==> src/common/uira_pkg.sv <==
// Shared constants and types for the indirect register access port
package uira_pkg;

  // ---------------------------------------------------------------
  // Widths and field positions
  // ---------------------------------------------------------------
  localparam int unsigned DATA_W      = 8;
  localparam int unsigned INDEX_W     = 6;
  localparam int unsigned BUSY_BIT    = 7;
  localparam int unsigned AUTORD_BIT  = 6;
  localparam int unsigned INDEX_MSB   = 5;
  localparam int unsigned INDEX_LSB   = 0;

  // ---------------------------------------------------------------
  // Register select codes and reset values
  // ---------------------------------------------------------------
  localparam logic        SEL_ADDRESS = 1'h0;
  localparam logic        SEL_DATA    = 1'h1;
  localparam logic [7:0]  DATA_RESET  = 8'h00;
  localparam logic [7:0]  ADDR_RESET  = 8'h00;
  localparam logic [5:0]  INDEX_RESET = 6'h00;
  localparam logic [7:0]  START_READ  = 8'h80;
  localparam logic [7:0]  BUSY_MASK   = 8'h80;

  // ---------------------------------------------------------------
  // State encodings
  // ---------------------------------------------------------------
  typedef enum logic [2:0] {
    UIRA_DEV_IDLE  = 3'b001,
    UIRA_DEV_WRITE = 3'b010,
    UIRA_DEV_READ  = 3'b100
  } uira_dev_st_e;

  typedef enum logic [5:0] {
    UIRA_HOST_IDLE       = 6'b000001,
    UIRA_HOST_PRE_WAIT   = 6'b000010,
    UIRA_HOST_LOADED     = 6'b000100,
    UIRA_HOST_ARM        = 6'b001000,
    UIRA_HOST_POST_WAIT  = 6'b010000,
    UIRA_HOST_FETCH_WAIT = 6'b100000
  } uira_host_st_e;

endpackage

==> src/common/uira_sfr_if.sv <==
// Special function register link between processor and access port
`timescale 1ns/100ps
interface uira_sfr_if;

  // ---------------------------------------------------------------
  // Link signals
  // ---------------------------------------------------------------
  logic       sfr_sel;
  logic       sfr_wr;
  logic       sfr_rd;
  logic [7:0] sfr_wdata;
  logic [7:0] sfr_rdata;
  logic       sfr_rvalid;

  // ---------------------------------------------------------------
  // Party views
  // ---------------------------------------------------------------
  modport host (
    output sfr_sel,
    output sfr_wr,
    output sfr_rd,
    output sfr_wdata,
    input  sfr_rdata,
    input  sfr_rvalid
  );

  modport device (
    input  sfr_sel,
    input  sfr_wr,
    input  sfr_rd,
    input  sfr_wdata,
    output sfr_rdata,
    output sfr_rvalid
  );

endinterface

==> src/rtl/uira_host.sv <==
// Processor end: runs the poll, load, write and read procedures
`timescale 1ns/100ps
module uira_host (
  input  wire logic       i_clock,
  input  wire logic       i_rstn,
  uira_sfr_if.host        sfr,
  input  wire logic       i_cmd_valid,
  input  wire logic       i_cmd_write,
  input  wire logic [5:0] i_cmd_index,
  input  wire logic [7:0] i_cmd_wdata,
  output logic            o_cmd_ready,
  output logic            o_rsp_valid,
  output logic [7:0]      o_rsp_data
);

  // ---------------------------------------------------------------
  // State
  // ---------------------------------------------------------------
  typedef struct packed {
    uira_pkg::uira_host_st_e st;
    logic                    cmd_write;
    logic [5:0]              index;
    logic [7:0]              wdata;
    logic [5:0]              last_index;
    logic                    last_valid;
    logic                    sfr_sel;
    logic                    sfr_wr;
    logic                    sfr_rd;
    logic [7:0]              sfr_wdata;
    logic                    ready;
    logic                    rsp_valid;
    logic [7:0]              rsp_data;
  } uira_host_s;

  uira_host_s r;
  uira_host_s next_r;

  // ---------------------------------------------------------------
  // Helpers
  // ---------------------------------------------------------------
  function automatic logic [7:0] addr_word(input logic start, input logic [5:0] idx);
    logic [7:0] w;
    w                                           = uira_pkg::ADDR_RESET;
    w[uira_pkg::BUSY_BIT]                       = start;
    w[uira_pkg::INDEX_MSB:uira_pkg::INDEX_LSB]  = idx;
    return w;
  endfunction

  function automatic logic busy_of(input logic [7:0] w);
    return (w & uira_pkg::BUSY_MASK) != uira_pkg::ADDR_RESET;
  endfunction

  logic index_same;
  assign index_same = r.last_valid && (r.last_index == r.index);

  // ---------------------------------------------------------------
  // Next state
  // ---------------------------------------------------------------
  always_comb begin
    next_r           = r;
    next_r.sfr_wr    = 1'b0;
    next_r.sfr_rd    = 1'b0;
    next_r.rsp_valid = 1'b0;
    unique case (r.st)
      uira_pkg::UIRA_HOST_IDLE: begin
        if (i_cmd_valid && r.ready) begin
          next_r.cmd_write = i_cmd_write;
          next_r.index     = i_cmd_index;
          next_r.wdata     = i_cmd_wdata;
          next_r.ready     = 1'b0;
          next_r.sfr_sel   = uira_pkg::SEL_ADDRESS;
          next_r.sfr_rd    = 1'b1;
          next_r.st        = uira_pkg::UIRA_HOST_PRE_WAIT;
        end
      end
      uira_pkg::UIRA_HOST_PRE_WAIT: begin
        if (sfr.sfr_rvalid) begin
          if (busy_of(sfr.sfr_rdata)) begin
            next_r.sfr_sel = uira_pkg::SEL_ADDRESS;
            next_r.sfr_rd  = 1'b1;
          end else if (r.cmd_write && index_same) begin
            next_r.sfr_sel   = uira_pkg::SEL_DATA;
            next_r.sfr_wdata = r.wdata;
            next_r.sfr_wr    = 1'b1;
            next_r.rsp_valid = 1'b1;
            next_r.ready     = 1'b1;
            next_r.st        = uira_pkg::UIRA_HOST_IDLE;
          end else if (r.cmd_write) begin
            next_r.sfr_sel    = uira_pkg::SEL_ADDRESS;
            next_r.sfr_wdata  = addr_word(1'b0, r.index);
            next_r.sfr_wr     = 1'b1;
            next_r.last_index = r.index;
            next_r.last_valid = 1'b1;
            next_r.st         = uira_pkg::UIRA_HOST_LOADED;
          end else begin
            // index and start in one write
            next_r.sfr_sel    = uira_pkg::SEL_ADDRESS;
            next_r.sfr_wdata  = addr_word(1'b1, r.index);
            next_r.sfr_wr     = 1'b1;
            next_r.last_index = r.index;
            next_r.last_valid = 1'b1;
            next_r.st         = uira_pkg::UIRA_HOST_ARM;
          end
        end
      end
      uira_pkg::UIRA_HOST_LOADED: begin
        next_r.sfr_sel   = uira_pkg::SEL_DATA;
        next_r.sfr_wdata = r.wdata;
        next_r.sfr_wr    = 1'b1;
        next_r.rsp_valid = 1'b1;
        next_r.ready     = 1'b1;
        next_r.st        = uira_pkg::UIRA_HOST_IDLE;
      end
      uira_pkg::UIRA_HOST_ARM: begin
        next_r.sfr_sel = uira_pkg::SEL_ADDRESS;
        next_r.sfr_rd  = 1'b1;
        next_r.st      = uira_pkg::UIRA_HOST_POST_WAIT;
      end
      uira_pkg::UIRA_HOST_POST_WAIT: begin
        if (sfr.sfr_rvalid) begin
          if (busy_of(sfr.sfr_rdata)) begin
            next_r.sfr_sel = uira_pkg::SEL_ADDRESS;
            next_r.sfr_rd  = 1'b1;
          end else begin
            // data read only after busy clear
            next_r.sfr_sel = uira_pkg::SEL_DATA;
            next_r.sfr_rd  = 1'b1;
            next_r.st      = uira_pkg::UIRA_HOST_FETCH_WAIT;
          end
        end
      end
      uira_pkg::UIRA_HOST_FETCH_WAIT: begin
        if (sfr.sfr_rvalid) begin
          next_r.rsp_data  = sfr.sfr_rdata;
          next_r.rsp_valid = 1'b1;
          next_r.ready     = 1'b1;
          next_r.st        = uira_pkg::UIRA_HOST_IDLE;
        end
      end
    endcase
  end

  // ---------------------------------------------------------------
  // Registers
  // ---------------------------------------------------------------
  // Remembered index assumes no other master moves the port index
  always_ff @(posedge i_clock or negedge i_rstn) begin
    if (!i_rstn) begin
      r.st         <= uira_pkg::UIRA_HOST_IDLE;
      r.cmd_write  <= 1'b0;
      r.index      <= uira_pkg::INDEX_RESET;
      r.wdata      <= uira_pkg::DATA_RESET;
      r.last_index <= uira_pkg::INDEX_RESET;
      r.last_valid <= 1'b0;
      r.sfr_sel    <= uira_pkg::SEL_ADDRESS;
      r.sfr_wr     <= 1'b0;
      r.sfr_rd     <= 1'b0;
      r.sfr_wdata  <= uira_pkg::DATA_RESET;
      r.ready      <= 1'b1;
      r.rsp_valid  <= 1'b0;
      r.rsp_data   <= uira_pkg::DATA_RESET;
    end else begin
      r <= next_r;
    end
  end

  // ---------------------------------------------------------------
  // Outputs
  // ---------------------------------------------------------------
  assign sfr.sfr_sel   = r.sfr_sel;
  assign sfr.sfr_wr    = r.sfr_wr;
  assign sfr.sfr_rd    = r.sfr_rd;
  assign sfr.sfr_wdata = r.sfr_wdata;
  assign o_cmd_ready   = r.ready;
  assign o_rsp_valid   = r.rsp_valid;
  assign o_rsp_data    = r.rsp_data;

endmodule
==> src/flat_wrapper.sv <==
// flat-port wrapper written by rule: the top's interface ports become plain ports
module uira_host_flat 
  (i_clock, i_rstn, i_cmd_valid, i_cmd_write, i_cmd_index, i_cmd_wdata, o_cmd_ready, o_rsp_valid, o_rsp_data, sfr_sfr_sel, sfr_sfr_wr, sfr_sfr_rd, sfr_sfr_wdata, sfr_sfr_rdata, sfr_sfr_rvalid);
  uira_sfr_if sfr_i ();
  input  wire logic i_clock;
  input  wire logic i_rstn;
  input  wire logic i_cmd_valid;
  input  wire logic i_cmd_write;
  input  wire logic [5:0] i_cmd_index;
  input  wire logic [7:0] i_cmd_wdata;
  output logic o_cmd_ready;
  output logic o_rsp_valid;
  output logic [7:0] o_rsp_data;
  output wire logic [$bits(sfr_i.sfr_sel)-1:0] sfr_sfr_sel;
  output wire logic [$bits(sfr_i.sfr_wr)-1:0] sfr_sfr_wr;
  output wire logic [$bits(sfr_i.sfr_rd)-1:0] sfr_sfr_rd;
  output wire logic [$bits(sfr_i.sfr_wdata)-1:0] sfr_sfr_wdata;
  input wire logic [$bits(sfr_i.sfr_rdata)-1:0] sfr_sfr_rdata;
  input wire logic [$bits(sfr_i.sfr_rvalid)-1:0] sfr_sfr_rvalid;
  assign sfr_sfr_sel = sfr_i.sfr_sel;
  assign sfr_sfr_wr = sfr_i.sfr_wr;
  assign sfr_sfr_rd = sfr_i.sfr_rd;
  assign sfr_sfr_wdata = sfr_i.sfr_wdata;
  assign sfr_i.sfr_rdata = sfr_sfr_rdata;
  assign sfr_i.sfr_rvalid = sfr_sfr_rvalid;
  uira_host u_core (.i_clock(i_clock), .i_rstn(i_rstn), .sfr(sfr_i), .i_cmd_valid(i_cmd_valid), .i_cmd_write(i_cmd_write), .i_cmd_index(i_cmd_index), .i_cmd_wdata(i_cmd_wdata), .o_cmd_ready(o_cmd_ready), .o_rsp_valid(o_rsp_valid), .o_rsp_data(o_rsp_data));
endmodule
==> config.mk <==
export PLATFORM = sky130hd
export DESIGN_NAME = uira_host_flat
export DESIGN_NICKNAME = d
export VERILOG_FILES = /design/src/common/uira_pkg.sv /design/src/common/uira_sfr_if.sv /design/src/rtl/uira_host.sv /design/src/flat_wrapper.sv
export SDC_FILE = /design/constraint.sdc
export NUM_CORES = 1
export LEC_CHECK = 0
export ABC_AREA = 1
export BUFFER_PORTS_ARGS = -buffer_cell sky130_fd_sc_hd__buf_4
export CAP_MARGIN = 10
export CORE_ASPECT_RATIO = 1.4
export CORE_UTILIZATION = 55
export CTS_CLUSTER_DIAMETER = 80
export DETAILED_ROUTE_END_ITERATION = 10
export MAX_ROUTING_LAYER = met4
export PLACE_DENSITY_LB_ADDON = 0.08
export RECOVER_POWER = 50
export SLEW_MARGIN = 20
export SYNTH_ARGS = -nofsm -noshare
export SYNTH_HDL_FRONTEND = slang
export SYNTH_SLANG_ARGS = --single-unit
==> constraint.sdc <==
create_clock -name i_clock -period 4.4 [get_ports i_clock]
set_input_delay 0.22 -clock i_clock [delete_from_list [all_inputs] [get_ports i_clock]]
set_output_delay 0.22 -clock i_clock [all_outputs]
set_load 0.02 [all_outputs]
* Yosys cells after proc, flatten, opt, wreduce, memory -nomap -nowiden
Cells that the tools add are included.
** Storage, ports and cells
- Register bits :: 49
- Word-level logic and storage cells :: 72
- Output and inout port bits :: 21
** Operators by class
- Muxes and demuxes :: 30
- Equal/unequal tests :: 14
- Reduce and logical (&&, ||, !) cells :: 13
- Bitwise logic cells :: 2
** Operator list (count)
- 6-bit case mux with 6 select lines :: 1
- 6-bit two-way mux :: 5
- 21-bit two-way mux :: 1
- 10-bit two-way mux :: 2
- 8-bit two-way mux :: 2
- 8-bit case mux with 2 select lines :: 1
- 13-bit two-way mux :: 1
- 6-bit AND reduction :: 2
- 2-bit != test (second input constant) :: 5
- 1-bit two-way mux :: 8
- 4-bit two-way mux :: 2
- 1-bit case mux with 4 select lines :: 2
- 4-bit AND reduction :: 2
- 6-bit by 1-bit equality test with 1-bit output (second input constant) :: 1
- 6-bit by 2-bit equality test with 1-bit output (second input constant) :: 1
- 6-bit by 3-bit equality test with 1-bit output (second input constant) :: 1
- 6-bit by 4-bit equality test with 1-bit output (second input constant) :: 1
- 6-bit by 5-bit equality test with 1-bit output (second input constant) :: 1
- 6-bit equality test :: 1
- 6-bit equality test (second input constant) :: 1
- 1-bit case mux with 5 select lines :: 1
- 5-bit nonzero test :: 1
- 2-bit two-way mux :: 2
- 2-bit by 1-bit != test with 1-bit output (second input constant) :: 2
- other kinds (8) :: 12

* Depth between registers and ports, before layout
- Depth after elaboration :: 7
- Depth in mapped cells :: 11
- Depth with buffers taken out :: 11

* Worst setup path after synthesis
No wires, ideal clock.
- Kind :: register to register
- Start point :: register u_core.r[43] (netlist bit)
- End point :: register u_core.r[34] (netlist bit)
- Library setup time :: 125 ps
- Arrival :: 1391 ps
- Period minus slack after synthesis :: 1516 ps
- Slack :: 2884 ps
- Cell stages (with the launch flop) :: 7
- Buffers on the path :: 1
- Cells stage by stage :: dfstp_2 inv_1 nor2_1 nand3_1 nor2_2 buf_4 mux2_2
** On the way
- Word-level cells in the longest chain between the ends :: 2
** RTL lines
- from (decl) :: line uira_host.sv:35 : uira_host_s r;
- from (signal assigned) :: line uira_host.sv:163 : r <= next_r;
- 6-bit by 1-bit equality test with 1-bit output :: line uira_host.sv:64 : unique case (r.st)
- 2-bit AND reduction (no source line)
Every way passes these cells.
A chain may end at the register's enable or synchronous reset.

==> flow_summary.yaml <==
status:
  status: "complete, but fails checks"
  violations: "max-capacitance violations, max-slew violations"
sta:
  holdWs_ps: 121
  rsz0062_at_grt: "false"
  finalClockSkew_ps: 8.08
  clock.fmax_mhz: 369
  maxSlewHeadroom: -0.708
  finalCritPeriodShare: 0.615
  setup_violations: 0
  slew_viol_final: 50
  setup-tns-final_ps: 0
  hold_viol: 0
  period_needed_ps: 2710
  tightest_slew_ps: 2560
clock_network:
  cts_buffers: 5
  cts_tree: "done"
  clock_latency_ps: 300
  clkTransAtPathRegs_ps: 90
  cts.path.max_buffers: 2
  postCtsSetupRepairBufs: 0
  cts_sinks: 49
  cts_max_level: 2
  clock_tree.root_cell: "clkbuf_8"
critical_path:
  end_kind: "asynchronous set/reset pin"
  worstPathMaxFanout: 49
  r2r_cells: 5
  path_cells: "dlygate4sd3_1, clkbuf_1"
  arrival_ps: 2580
  crit_slowest_cell: "clkbuf_1"
  crit_required_ps: 4270
  critPathTopFamily: "buffers and inverters"
  worst-setup-path-type: "input port to asynchronous set/reset pin"
  reg2reg_from: "u_core.r[43]$_DFFE_PN1P_"
  slowest_delay_ps: 1810
  cp_num_buf_inv: 2
  r2r_setup_slack_ps: 2170
  regToRegEndpoint: "u_core.r[35]$_DFFE_PN0P_"
  cp-start-kind: "input port"
synth:
  yosysTopAreaCell: "dfrtp_1"
  yosys_warnings: 0
  synthTopCellsByArea: "dfrtp_1, nand2_1, buf_4, inv_1, nand3_1"
  netlist_area_um2: 2430
  avgSynthCellArea_um2: 8.79
  synth_seq_cells: 49
  synth_nets: 303
  ys_types: 28
  synth_cells: 276
  yosysSeqAreaShare: 0.506
  yosys.area.top_type_share: 0.485
min_path:
  hp-class: "input port to register"
  min-delay-start: "i_cmd_index[3]"
  hold_depth: 3
  whs_endpoint: "u_core.r[39]$_DFFE_PN0P_"
global_route:
  grt_pass1_vias: 1708
  grt_max_degree: 50
  use_met3: 0.0338
  global_route.usage.met1: 0.257
  overflow: 0
  met2_usage: 0.398
  grt_use_total: 0.230
  grt_pass1_wl_um: 7800
  top_usage_layer: "met2"
  antenna_found_initial: 0
floorplan:
  fp.dieH_um: 80.6
  die_w_um: 58.1
  dieArea_um2: 4690
  start_util: 0.573
  num_rows: 28
  ios: 48
  core_area_um2: 4240
drt:
  drtPass1Iterations: 4
  avgViaCountPerCell: 5.05
  route.detailed.drc: 0
  initialDrtViolationCount: 72
  drtAntennaViolNets: 0
  wl_um: 4650
  wl_per_cell_um: 12.6
  vias: 1867
cells_and_area:
  final_cells: 370
  insertedDiodeCount: 0
  area_delta_synth_final_pct: 13.8
  fin_nets: 336
  fillers: 405
  postLayoutCoreUtil: 0.652
  drive_above_1_share: 0.229
power:
  cellPowerDensity_nw_per_um2: 662
  p_total_mw: 1.83
  ir_drop_v: 0.000335
  p_leak_nw: 1.46
place:
  io_buffer_count: 47
  placedCellCount: 361
  hpwl_um: 3390
  place_congestion: 0.909
flow_run:
  maxCapViolCount: 1
[cell usage in the layout, fill, tap and decap left out, types with 6 or more instances in the layout]
| master | count |
|---|---|
| nand3_1 | 24 |
| clkbuf_8 | 7 |
| inv_1 | 33 |
| nand4_1 | 8 |
| nor2_1 | 14 |
| nand2_1 | 70 |
| dfrtp_1 | 47 |
| o21ai_0 | 20 |
| mux2_4 | 6 |
| clkbuf_1 | 11 |
| buf_4 | 36 |
[repair_timing]
| action | 4_1_cts | 5_1_grt |
|---|---|---|
| gates resized for setup | 0 | 0 |
| endpoints found under the hold margin | 47 | 0 |
| hold buffers | 1 | 0 |
| setup endpoints to repair | 0 | 0 |
[cells by family (layout without fill, tap and decap cells)]
kind of cell | count (synthesis) | after routing | synth area share
simple gates | 129 | 129 | 0.251
buf+inv | 58 | 92 | 0.123
flops | 49 | 49 | 0.506
compound gates | 31 | 31 | 0.0696
mux | 9 | 9 | 0.0510
[power by group]
group	switching (mW)	internal (mW)
registers	0.107	0.635
logic	0.508	0.292
clock network	0.143	0.142
[per-layer routing]
layer	vias up	routed length, um
met5	-	0
met4	0	90
met3	7	139
met2	39	2470
met1	890	1950
li1	931	-
[layout make-up]
class	instances	area [um^2]	area share
well taps	60	75.1	0.0272
inverters	36	135	0.0489
multi-input cells	169	901	0.326
flip-flops and latches	49	1230	0.445
clock buffers	7	96.3	0.0349
clock inverters	1	5.00	0.00181
repair buffers	48	322	0.116
[flip-flops by register name (all words and copies together) (netlist names)]
| name | flops |
|---|---|
| u_core.o_rsp_valid | 1 |
| u_core.o_rsp_data | 8 |
| u_core.sfr.sfr_wr | 1 |
| u_core.r | 28 |
| u_core.sfr.sfr_sel | 1 |
| u_core.sfr.sfr_rd | 1 |
| u_core.o_cmd_ready | 1 |
| u_core.sfr.sfr_wdata | 8 |
[cells in the mapped netlist]
cell and n:
nand4_2 1, nor3_2 2, mux2_4 6, o21ai_0 20, nand3_1 24, dfrtp_1 47, nor2_2 3, nor2_4 2
nor2_1 14, nand2_1 70, o22ai_1 1, nand3_2 1, clkbuf_1 1, buf_6 1, or3b_1 1, buf_2 1
nand2_2 2, mux2_2 3, o21ai_4 1, inv_1 33, inv_2 3, a31oi_1 1, nand4_1 8, buf_4 19
a21oi_1 4, nand3_4 1, o21ai_1 4, dfstp_2 2
[worst max-delay path by stage]
| stage | start | to | slack (ps) | cells past startpoint |
|---|---|---|---|---|
| global route | i_rstn | u_core.sfr.sfr_wdata[2]$_DFFE_PN0P_ | 1070 | 2 |
| CTS | u_core.r[43]$_DFFE_PN1P_ | u_core.r[35]$_DFFE_PN0P_ | 2180 | 5 |
| detailed placement | u_core.r[43]$_DFFE_PN1P_ | u_core.r[35]$_DFFE_PN0P_ | 2200 | 5 |
| finish | i_rstn | u_core.r[47]$_DFFE_PN0P_ | 1690 | 2 |
| floorplan | u_core.r[43]$_DFFE_PN1P_ | u_core.r[34]$_DFFE_PN0P_ | 2880 | 6 |
| global placement | u_core.r[43]$_DFFE_PN1P_ | u_core.r[35]$_DFFE_PN0P_ | 2270 | 5 |
[stage by stage]
stage | worst slack, ps | instance area [um^2]
after floorplan | 2880 | 2430
after global placement | 2270 | 2690
after detailed placement | 2200 | 2690
after CTS | 2180 | 2800
after global routing | 1070 | 2760
final | 1690 | 2760
Power figures use the tool's default switching activity.
